**src/mcdi_pkg.sv**
```systemverilog
// Purpose: constants for the command-complete event block
// Assumes: avalon byte addresses, one 32-bit word per register
// Notes:   slot start registers hold only the start bit
package mcdi_pkg;
  localparam int          MCDI_SLOTS       = 2;
  localparam int          MCDI_ADDR_W      = 5;
  localparam int          MCDI_DATA_W      = 32;
  localparam logic [4:0]  MCDI_OFS_RAW     = 5'h00;
  localparam logic [4:0]  MCDI_OFS_MASKED  = 5'h04;
  localparam logic [4:0]  MCDI_OFS_EN_SET  = 5'h08;
  localparam logic [4:0]  MCDI_OFS_EN_CLR  = 5'h0C;
  localparam logic [4:0]  MCDI_OFS_SLOT0   = 5'h10;
  localparam logic [4:0]  MCDI_OFS_SLOT1   = 5'h14;
  localparam int          MCDI_GO_BIT      = 31;
  localparam logic        MCDI_RST_FLAG    = 1'b0;
  localparam logic [31:0] MCDI_RD_UNMAPPED = 32'h0000_0000;
  typedef enum logic [1:0] {
    MCDI_BUS_IDLE = 2'b01,
    MCDI_BUS_ACK  = 2'b10
  } mcdi_bus_type;
endpackage

```
**src/mcdi_slot.sv**
```systemverilog
// Purpose: one access slot: start bit, raw flag, enable, masked flag
// Assumes: done_i is a one-cycle pulse from the management engine
// Notes:   a completion in the cycle of a clear keeps the flag set
`timescale 1ns/100ps
module mcdi_slot (
  input  wire logic core_clk_i,
  input  wire logic srst_i,
  input  wire logic go_wr_i,
  input  wire logic done_i,
  input  wire logic raw_clr_i,
  input  wire logic msk_clr_i,
  input  wire logic en_set_i,
  input  wire logic en_clr_i,
  output logic      go_o,
  output logic      raw_o,
  output logic      en_o,
  output logic      masked_o
);
  import mcdi_pkg::*;

  logic go_reg;
  logic raw_reg;
  logic en_reg;
  logic finish;

  assign finish = go_reg & done_i;

  // ****************************************
  // start bit
  // ****************************************
  always_ff @(posedge core_clk_i) begin
    if (srst_i) begin
      go_reg <= MCDI_RST_FLAG;
    end else if (finish) begin
      go_reg <= 1'b0;
    end else if (go_wr_i) begin
      go_reg <= 1'b1;
    end
  end

  // ****************************************
  // raw completion flag
  // ****************************************
  always_ff @(posedge core_clk_i) begin
    if (srst_i) begin
      raw_reg <= MCDI_RST_FLAG;
    end else if (finish) begin
      raw_reg <= 1'b1;
    end else if (raw_clr_i || (msk_clr_i && en_reg)) begin
      raw_reg <= 1'b0;
    end
  end

  // ****************************************
  // interrupt enable
  // ****************************************
  always_ff @(posedge core_clk_i) begin
    if (srst_i) begin
      en_reg <= MCDI_RST_FLAG;
    end else if (en_set_i) begin
      en_reg <= 1'b1;
    end else if (en_clr_i) begin
      en_reg <= 1'b0;
    end
  end

  assign masked_o = raw_reg & en_reg;
  assign go_o     = go_reg;
  assign raw_o    = raw_reg;
  assign en_o     = en_reg;

  // ****************************************
  // checks
  // ****************************************
  a_raw_on_done: assert property (@(posedge core_clk_i) disable iff (srst_i)
    go_reg && done_i |=> raw_reg ##1 (raw_reg || $past(raw_clr_i) || $past(msk_clr_i)))
    else $error("raw flag not set by completion");
  a_raw_w1c: assert property (@(posedge core_clk_i) disable iff (srst_i)
    raw_clr_i && !finish |=> !raw_reg)
    else $error("raw flag not cleared by write one");
  a_raw_keep: assert property (@(posedge core_clk_i) disable iff (srst_i)
    raw_reg && !raw_clr_i && !msk_clr_i |=> raw_reg)
    else $error("raw flag lost without clear");
  a_masked_rise: assert property (@(posedge core_clk_i) disable iff (srst_i)
    $rose(masked_o) |-> $past(finish) || $past(en_set_i))
    else $error("masked flag rose without completion or enable");
  a_masked_w1c: assert property (@(posedge core_clk_i) disable iff (srst_i)
    msk_clr_i && en_reg && !finish |=> !masked_o)
    else $error("masked flag not cleared by write one");
  a_en_set: assert property (@(posedge core_clk_i) disable iff (srst_i)
    en_set_i |=> en_reg)
    else $error("enable not set");
  a_en_off_quiet: assert property (@(posedge core_clk_i) disable iff (srst_i)
    !en_reg |-> !masked_o)
    else $error("masked flag with enable off");
  a_en_stable: assert property (@(posedge core_clk_i) disable iff (srst_i)
    !en_set_i && !en_clr_i |=> $stable(en_reg))
    else $error("enable changed without write one");
  a_en_clear: assert property (@(posedge core_clk_i) disable iff (srst_i)
    en_clr_i && !en_set_i |=> !en_reg)
    else $error("enable not cleared");
  a_go_selfclr: assert property (@(posedge core_clk_i) disable iff (srst_i)
    go_reg && done_i |=> !go_reg && raw_reg)
    else $error("start bit not cleared on completion");
endmodule

```
**src/mcdi_top.sv**
```systemverilog
// Purpose: command-complete event registers on an avalon-mm slave
// Assumes: one clock, synchronous reset, byte addressing
// Notes:   every access takes two cycles; unmapped reads return zero
`timescale 1ns/100ps
module mcdi_top (
  input  wire logic                            core_clk_i,
  input  wire logic                            srst_i,
  input  wire logic [mcdi_pkg::MCDI_ADDR_W-1:0] avs_address_i,
  input  wire logic                            avs_read_i,
  input  wire logic                            avs_write_i,
  input  wire logic [mcdi_pkg::MCDI_DATA_W-1:0] avs_writedata_i,
  input  wire logic [3:0]                      avs_byteenable_i,
  output logic [mcdi_pkg::MCDI_DATA_W-1:0]      avs_readdata_o,
  output logic                                 avs_waitrequest_o,
  input  wire logic [mcdi_pkg::MCDI_SLOTS-1:0]  access_done_i,
  output logic [mcdi_pkg::MCDI_SLOTS-1:0]       access_start_o,
  output logic                                 cmd_done_irq_o
);
  import mcdi_pkg::*;

  mcdi_bus_type            bus_reg;
  logic [MCDI_DATA_W-1:0]  rdata_reg;
  logic                    req;
  logic                    wr_go;
  logic [MCDI_SLOTS-1:0]   lo_data;
  logic [MCDI_SLOTS-1:0]   raw;
  logic [MCDI_SLOTS-1:0]   en;
  logic [MCDI_SLOTS-1:0]   masked;
  logic [MCDI_SLOTS-1:0]   slot_go_wr;
  logic                    rd_take;

  function automatic logic hit(input logic [MCDI_ADDR_W-1:0] a, input logic [MCDI_ADDR_W-1:0] ofs);
    hit = (a[MCDI_ADDR_W-1:2] == ofs[MCDI_ADDR_W-1:2]);
  endfunction

  // ****************************************
  // avalon slave handshake
  // ****************************************
  assign req               = avs_read_i | avs_write_i;
  assign avs_waitrequest_o = req & (bus_reg != MCDI_BUS_ACK);
  assign wr_go             = avs_write_i & (bus_reg == MCDI_BUS_ACK) & avs_byteenable_i[0];
  assign lo_data           = avs_writedata_i[MCDI_SLOTS-1:0];
  assign rd_take           = avs_read_i & (bus_reg == MCDI_BUS_IDLE);

  always_ff @(posedge core_clk_i) begin
    if (srst_i) begin
      bus_reg <= MCDI_BUS_IDLE;
    end else begin
      case (bus_reg)
        MCDI_BUS_IDLE: begin
          if (req) begin
            bus_reg <= MCDI_BUS_ACK;
          end
        end
        MCDI_BUS_ACK: begin
          bus_reg <= MCDI_BUS_IDLE;
        end
        default: begin
          bus_reg <= MCDI_BUS_IDLE;
        end
      endcase
    end
  end

  // ****************************************
  // read data
  // ****************************************
  always_ff @(posedge core_clk_i) begin
    if (srst_i) begin
      rdata_reg <= MCDI_RD_UNMAPPED;
    end else if (rd_take) begin
      rdata_reg <= MCDI_RD_UNMAPPED;
      if (hit(avs_address_i, MCDI_OFS_RAW)) begin
        rdata_reg[MCDI_SLOTS-1:0] <= raw;
      end else if (hit(avs_address_i, MCDI_OFS_MASKED)) begin
        rdata_reg[MCDI_SLOTS-1:0] <= masked;
      end else if (hit(avs_address_i, MCDI_OFS_EN_SET) || hit(avs_address_i, MCDI_OFS_EN_CLR)) begin
        rdata_reg[MCDI_SLOTS-1:0] <= en;
      end else if (hit(avs_address_i, MCDI_OFS_SLOT0)) begin
        rdata_reg[MCDI_GO_BIT] <= access_start_o[0];
      end else if (hit(avs_address_i, MCDI_OFS_SLOT1)) begin
        rdata_reg[MCDI_GO_BIT] <= access_start_o[1];
      end
    end
  end
  assign avs_readdata_o = rdata_reg;

  // ****************************************
  // slots
  // ****************************************

  for (genvar s = 0; s < MCDI_SLOTS; s++) begin : g_slot
    logic go_hit;
    assign go_hit = avs_write_i && (bus_reg == MCDI_BUS_ACK) && avs_byteenable_i[3]
                    && avs_writedata_i[MCDI_GO_BIT]
                    && hit(avs_address_i, (s == 0) ? MCDI_OFS_SLOT0 : MCDI_OFS_SLOT1);
    assign slot_go_wr[s] = go_hit;
    mcdi_slot u_slot (
      .core_clk_i (core_clk_i),
      .srst_i     (srst_i),
      .go_wr_i    (slot_go_wr[s]),
      .done_i     (access_done_i[s]),
      .raw_clr_i  (wr_go && hit(avs_address_i, MCDI_OFS_RAW) && lo_data[s]),
      .msk_clr_i  (wr_go && hit(avs_address_i, MCDI_OFS_MASKED) && lo_data[s]),
      .en_set_i   (wr_go && hit(avs_address_i, MCDI_OFS_EN_SET) && lo_data[s]),
      .en_clr_i   (wr_go && hit(avs_address_i, MCDI_OFS_EN_CLR) && lo_data[s]),
      .go_o       (access_start_o[s]),
      .raw_o      (raw[s]),
      .en_o       (en[s]),
      .masked_o   (masked[s])
    );
  end

  // ****************************************
  // interrupt output
  // ****************************************
  assign cmd_done_irq_o = |masked;

  // ****************************************
  // handshake checks
  // ****************************************
  a_wait_first: assert property (@(posedge core_clk_i) disable iff (srst_i)
    req && bus_reg == MCDI_BUS_IDLE |-> avs_waitrequest_o)
    else $error("first request cycle not stalled");

  a_wait_idle: assert property (@(posedge core_clk_i) disable iff (srst_i)
    !req |-> !avs_waitrequest_o)
    else $error("waitrequest without a request");

  a_wait_once: assert property (@(posedge core_clk_i) disable iff (srst_i)
    req && avs_waitrequest_o && $stable(avs_address_i) |=> !avs_waitrequest_o)
    else $error("waitrequest held more than one cycle");

  a_rd_hold: assert property (@(posedge core_clk_i) disable iff (srst_i)
    !rd_take |=> $stable(avs_readdata_o))
    else $error("read data changed without a read");

  // ****************************************
  // read-back checks
  // ****************************************
  a_rd_raw: assert property (@(posedge core_clk_i) disable iff (srst_i)
    rd_take && hit(avs_address_i, MCDI_OFS_RAW) |=> avs_readdata_o == MCDI_DATA_W'($past(raw)))
    else $error("raw flags read back wrong");

  a_rd_masked: assert property (@(posedge core_clk_i) disable iff (srst_i)
    rd_take && hit(avs_address_i, MCDI_OFS_MASKED) |=> avs_readdata_o == MCDI_DATA_W'($past(masked)))
    else $error("masked flags read back wrong");

  a_rd_enable: assert property (@(posedge core_clk_i) disable iff (srst_i)
    rd_take && (hit(avs_address_i, MCDI_OFS_EN_SET) || hit(avs_address_i, MCDI_OFS_EN_CLR))
    |=> avs_readdata_o == MCDI_DATA_W'($past(en)))
    else $error("enables read back wrong");

  a_rd_slot0: assert property (@(posedge core_clk_i) disable iff (srst_i)
    rd_take && hit(avs_address_i, MCDI_OFS_SLOT0)
    |=> avs_readdata_o == {$past(access_start_o[0]), 31'h0})
    else $error("slot zero start bit read back wrong");

  a_rd_slot1: assert property (@(posedge core_clk_i) disable iff (srst_i)
    rd_take && hit(avs_address_i, MCDI_OFS_SLOT1)
    |=> avs_readdata_o == {$past(access_start_o[1]), 31'h0})
    else $error("slot one start bit read back wrong");

  a_rd_unmapped: assert property (@(posedge core_clk_i) disable iff (srst_i)
    rd_take && avs_address_i[MCDI_ADDR_W-1:2] > MCDI_OFS_SLOT1[MCDI_ADDR_W-1:2]
    |=> avs_readdata_o == MCDI_RD_UNMAPPED)
    else $error("unmapped read not zero");

  // ****************************************
  // write checks
  // ****************************************
  a_raw_wr_one: assert property (@(posedge core_clk_i) disable iff (srst_i)
    wr_go && hit(avs_address_i, MCDI_OFS_RAW) && access_done_i == '0 |=> (raw & $past(lo_data)) == '0)
    else $error("raw write one did not clear");

  a_raw_wr_zero: assert property (@(posedge core_clk_i) disable iff (srst_i)
    wr_go && hit(avs_address_i, MCDI_OFS_RAW) |=> ((raw ^ $past(raw)) & ~$past(lo_data | access_done_i)) == '0)
    else $error("raw write zero changed a flag");

  a_msk_wr_one: assert property (@(posedge core_clk_i) disable iff (srst_i)
    wr_go && hit(avs_address_i, MCDI_OFS_MASKED) && access_done_i == '0 |=> (masked & $past(lo_data)) == '0)
    else $error("masked write one did not clear");

  a_en_wr_set: assert property (@(posedge core_clk_i) disable iff (srst_i)
    wr_go && hit(avs_address_i, MCDI_OFS_EN_SET) |=> (en & $past(lo_data)) == $past(lo_data))
    else $error("enable set write did not enable");

  a_en_wr_zero: assert property (@(posedge core_clk_i) disable iff (srst_i)
    wr_go && hit(avs_address_i, MCDI_OFS_EN_SET) |=> (en & ~$past(lo_data)) == ($past(en) & ~$past(lo_data)))
    else $error("enable set write zero changed an enable");

  a_en_wr_clr: assert property (@(posedge core_clk_i) disable iff (srst_i)
    wr_go && hit(avs_address_i, MCDI_OFS_EN_CLR) |=> (en & $past(lo_data)) == '0)
    else $error("enable clear write did not disable");

  // ****************************************
  // event checks
  // ****************************************
  a_start_rise: assert property (@(posedge core_clk_i) disable iff (srst_i)
    ((access_start_o & ~$past(access_start_o)) & ~$past(slot_go_wr)) == '0)
    else $error("start bit rose without a start write");

  a_raw_rise: assert property (@(posedge core_clk_i) disable iff (srst_i)
    ((raw & ~$past(raw)) & ~$past(access_done_i & access_start_o)) == '0)
    else $error("raw flag rose without a completion");

  a_go_one_slot: assert property (@(posedge core_clk_i) disable iff (srst_i)
    $onehot0(slot_go_wr))
    else $error("start write hit two slots");

  a_irq_or: assert property (@(posedge core_clk_i) disable iff (srst_i)
    cmd_done_irq_o == |(raw & en))
    else $error("interrupt output differs from enabled raw flags");
endmodule

```
**config.mk**
```make
export PLATFORM = sky130hd
export DESIGN_NAME = mcdi_top
export DESIGN_NICKNAME = d
export VERILOG_FILES = /design/src/mcdi_pkg.sv /design/src/mcdi_slot.sv /design/src/mcdi_top.sv
export SDC_FILE = /design/constraint.sdc
export NUM_CORES = 1
export LEC_CHECK = 0
export BUFFER_PORTS_ARGS = -buffer_cell sky130_fd_sc_hd__buf_2
export CORE_MARGIN = 1.5
export CORE_UTILIZATION = 37
export CTS_CLUSTER_DIAMETER = 60
export DETAILED_ROUTE_END_ITERATION = 8
export GPL_TIMING_DRIVEN = 0
export PLACE_DENSITY = 0.84
export SETUP_SLACK_MARGIN = 0.2
export SLEW_MARGIN = 20
export SYNTH_ARGS = -nofsm -noshare
export SYNTH_HDL_FRONTEND = slang
export SYNTH_SLANG_ARGS = --single-unit
```
**constraint.sdc**
```tcl
create_clock -name core_clk_i -period 2.5 [get_ports core_clk_i]
set_input_delay 0.25 -clock core_clk_i [delete_from_list [all_inputs] [get_ports core_clk_i]]
set_output_delay 0.25 -clock core_clk_i [all_outputs]
set_load 0.01 [all_outputs]
```
==> flow_summary.toml <==
[global_route]
grt_start_max_net_pins = 11
grt_first_pass_wirelength_um = 2456
antenna_found_initial = 0
track_usage = 0.1290
grt_pass1_vias = 565
grt_overflow = 0

[cts]
htreeDepth = 1
clockBufferDepth = 2
hold_buffers = 0
insertion_delay_ns = 0.27
clock_sinks = 11
cts.repair.resized = 0
numCtsBuffers = 3
cts-root-buf = "clkbuf_4"
post-cts-setup-buffers = 0
clkTransAtPathRegs_ns = 0.07
cts_tree = "built"

[floorplanning]
coreArea_um2 = 2002
dieWidth_um = 49.67
initial_utilization = 0.4025
num_rows = 16
ioPinCount = 83
die_h_um = 49.67
die-area_um2 = 2467

[routing]
vias = 733
drtPass1Iterations = 4
via_per_inst = 4.165
drt_iter0_drc = 9
drt_wl_total_um = 1555
wl_per_cell_um = 8.835
drc = 0
final_antenna_net_count = 0

[hold_path]
min_path_type = "input port to flip-flop"
holdPathEnd = "g_slot[1].u_slot.go_o"
hp-start = "access_done_i[1]"
whs_path_depth = 2

[worst_setup_path]
crit_type = "flip-flop to flip-flop"
required_ns = 2.70
worst_setup_path_start_kind = "flip-flop"
end_kind = "flip-flop"
r2r_slack_ns = 1.13
crit-reg2reg-capture = "avs_readdata_o[1]"
cp-startpoint = "bus_reg[1]"
arrival_ns = 1.57
crit_fanout = 6
reg2reg_from = "bus_reg[1]"
reg2reg_depth = 3

[pwr]
p_leak_nw = 0.5639
irDropWorstVdd_uv = 267.7
p_per_area_nw_per_um2 = 377.9

[place]
port_buffers = 19
post-dp-hpwl_um = 1248
gp_congestion = 0.8516

[cells_and_area]
nFillCells = 215
num_antenna_cells = 0
final_core_util = 0.5325
final_common_cell = "buf_4"
syn_to_final_growth_pct = 32.30
largest_reg_flops = 3
drive_above_1_share = 0.3960
fin_nets = 197
mostFrequentLayoutCells = "31 x buf_4, 29 x conb_1, 20 x buf_2, 11 x dfxtp_1, 7 x a21oi_1"

[synthesis]
synth_xor_xnor_area_share = 0
synth-simple-area-share = 0.2562
synth_compound_area_frac = 0.1258
syn_avg_cell_area_um2 = 8.222
synth_top_family_by_area = "buffers and inverters"
ys_seq_area_frac = 0.2733
synthMuxAreaShare = 0.01242
synth_fa_ha_area_frac = 0
synthCells = 98
ys_warn_count = 0
synth_cell_types = 29
syn_area_um2 = 805.8
synth-seq-cells = 11

[sta]
fmax_ghz = 0.7299
fin_tns_setup_ns = 0
rsz0062_at_grt = "no"
drv_slew = 0
hold_viol_final = 0
setup_viol = 0
finalCritPeriodShare = 0.5480
finClkSkew_ns = 0.005148
final.min_clock_period_ns = 1.370

[job]
drv_cap = 0

[outcome]
status = "completed"
## worst max path at each step
stage | to
after floorplan | avs_readdata_o[0]
after global placement | avs_readdata_o[1]
after detailed placement | g_slot[0].u_slot.go_o
after CTS | avs_readdata_o[1]
after global routing | avs_readdata_o[0]
final | avs_readdata_o[1]
## cell families after synthesis
family | Yosys count
mux | 1
flops | 11
buf+inv | 37
other cells | 1
compound gates | 14
simple gates | 34
## report_power, final
part,total [mW],switching [mW],internal [mW]
Clock,0.123,0.0610,0.0618
Combinational,0.0980,0.0486,0.0493
Sequential,0.182,0.00322,0.179
Total,0.403,0.113,0.290
## synth_stat cells
master    number  share of area
nor3b_1        2          0.019
nand4b_1       1          0.011
dfxtp_1       11           0.27
nor2_1         6          0.028
mux2i_1        1          0.012
or4_1          2          0.019
nand3_1        5          0.031
a22o_1         1          0.011
buf_6          1          0.014
buf_4         31           0.29
nor3_1         1         0.0062
or4b_1         1          0.012
a21oi_1        7          0.043
nand2_1        5          0.023
nor2b_1        1         0.0078
buf_2          1         0.0062
nand3b_1       1         0.0093
clkbuf_1       1         0.0047
o21ba_1        2          0.025
and3_1         1         0.0078
o31a_2         2          0.025
inv_1          3          0.014
o32ai_1        2          0.022
or4_2          1          0.011
or4b_2         1          0.012
and4b_1        2          0.025
conb_1         1         0.0047
and3b_1        1          0.011
nand2b_1       3          0.023
## area by class of cell
cell class	count	area, µm²	share of cell area
multi-input cells	78	426.7	0.4002
plain buffers	34	252.7	0.2371
flip-flops and latches	11	220.2	0.2066
repair buffers	19	95.09	0.08920
well taps	27	33.78	0.03169
clock buffers	4	26.28	0.02465
inverters	3	11.26	0.01056
## layer usage
| layer | GRT usage | wire, µm | vias up |
|---|---|---|---|
| li1 | - | - | 381 |
| met1 | 0.1381 | 642 | 315 |
| met2 | 0.2289 | 740 | 35 |
| met3 | 0.05152 | 162 | 2 |
| met4 | 0.04167 | 9 | 0 |
| met5 | 0 | 0 | - |
## worst max-delay path, stage by stage, from the launching register on
cell      delay (ns)
dfxtp_1         0.34
nand3b_1        0.27
or4_1           0.55
a21oi_1         0.14
## through the flow
stage          hold slack [ns]  setup WS, ns  power [mW]  instance area [µm²]  std cells
2_1_floorplan           0.3669         1.303      0.2616                910.9        126
3_3_place_gp            0.4460         1.181      0.2797                 1040        172
3_5_place_dp            0.4511         1.145      0.2816                 1040        172
4_1_cts                 0.2001         1.115      0.4037                 1066        176
5_1_grt                 0.1893         1.034      0.4252                 1066        176
6_report                0.2051         1.130      0.4028                 1066        176
No activity file was read; power rests on OpenSTA's default activity.
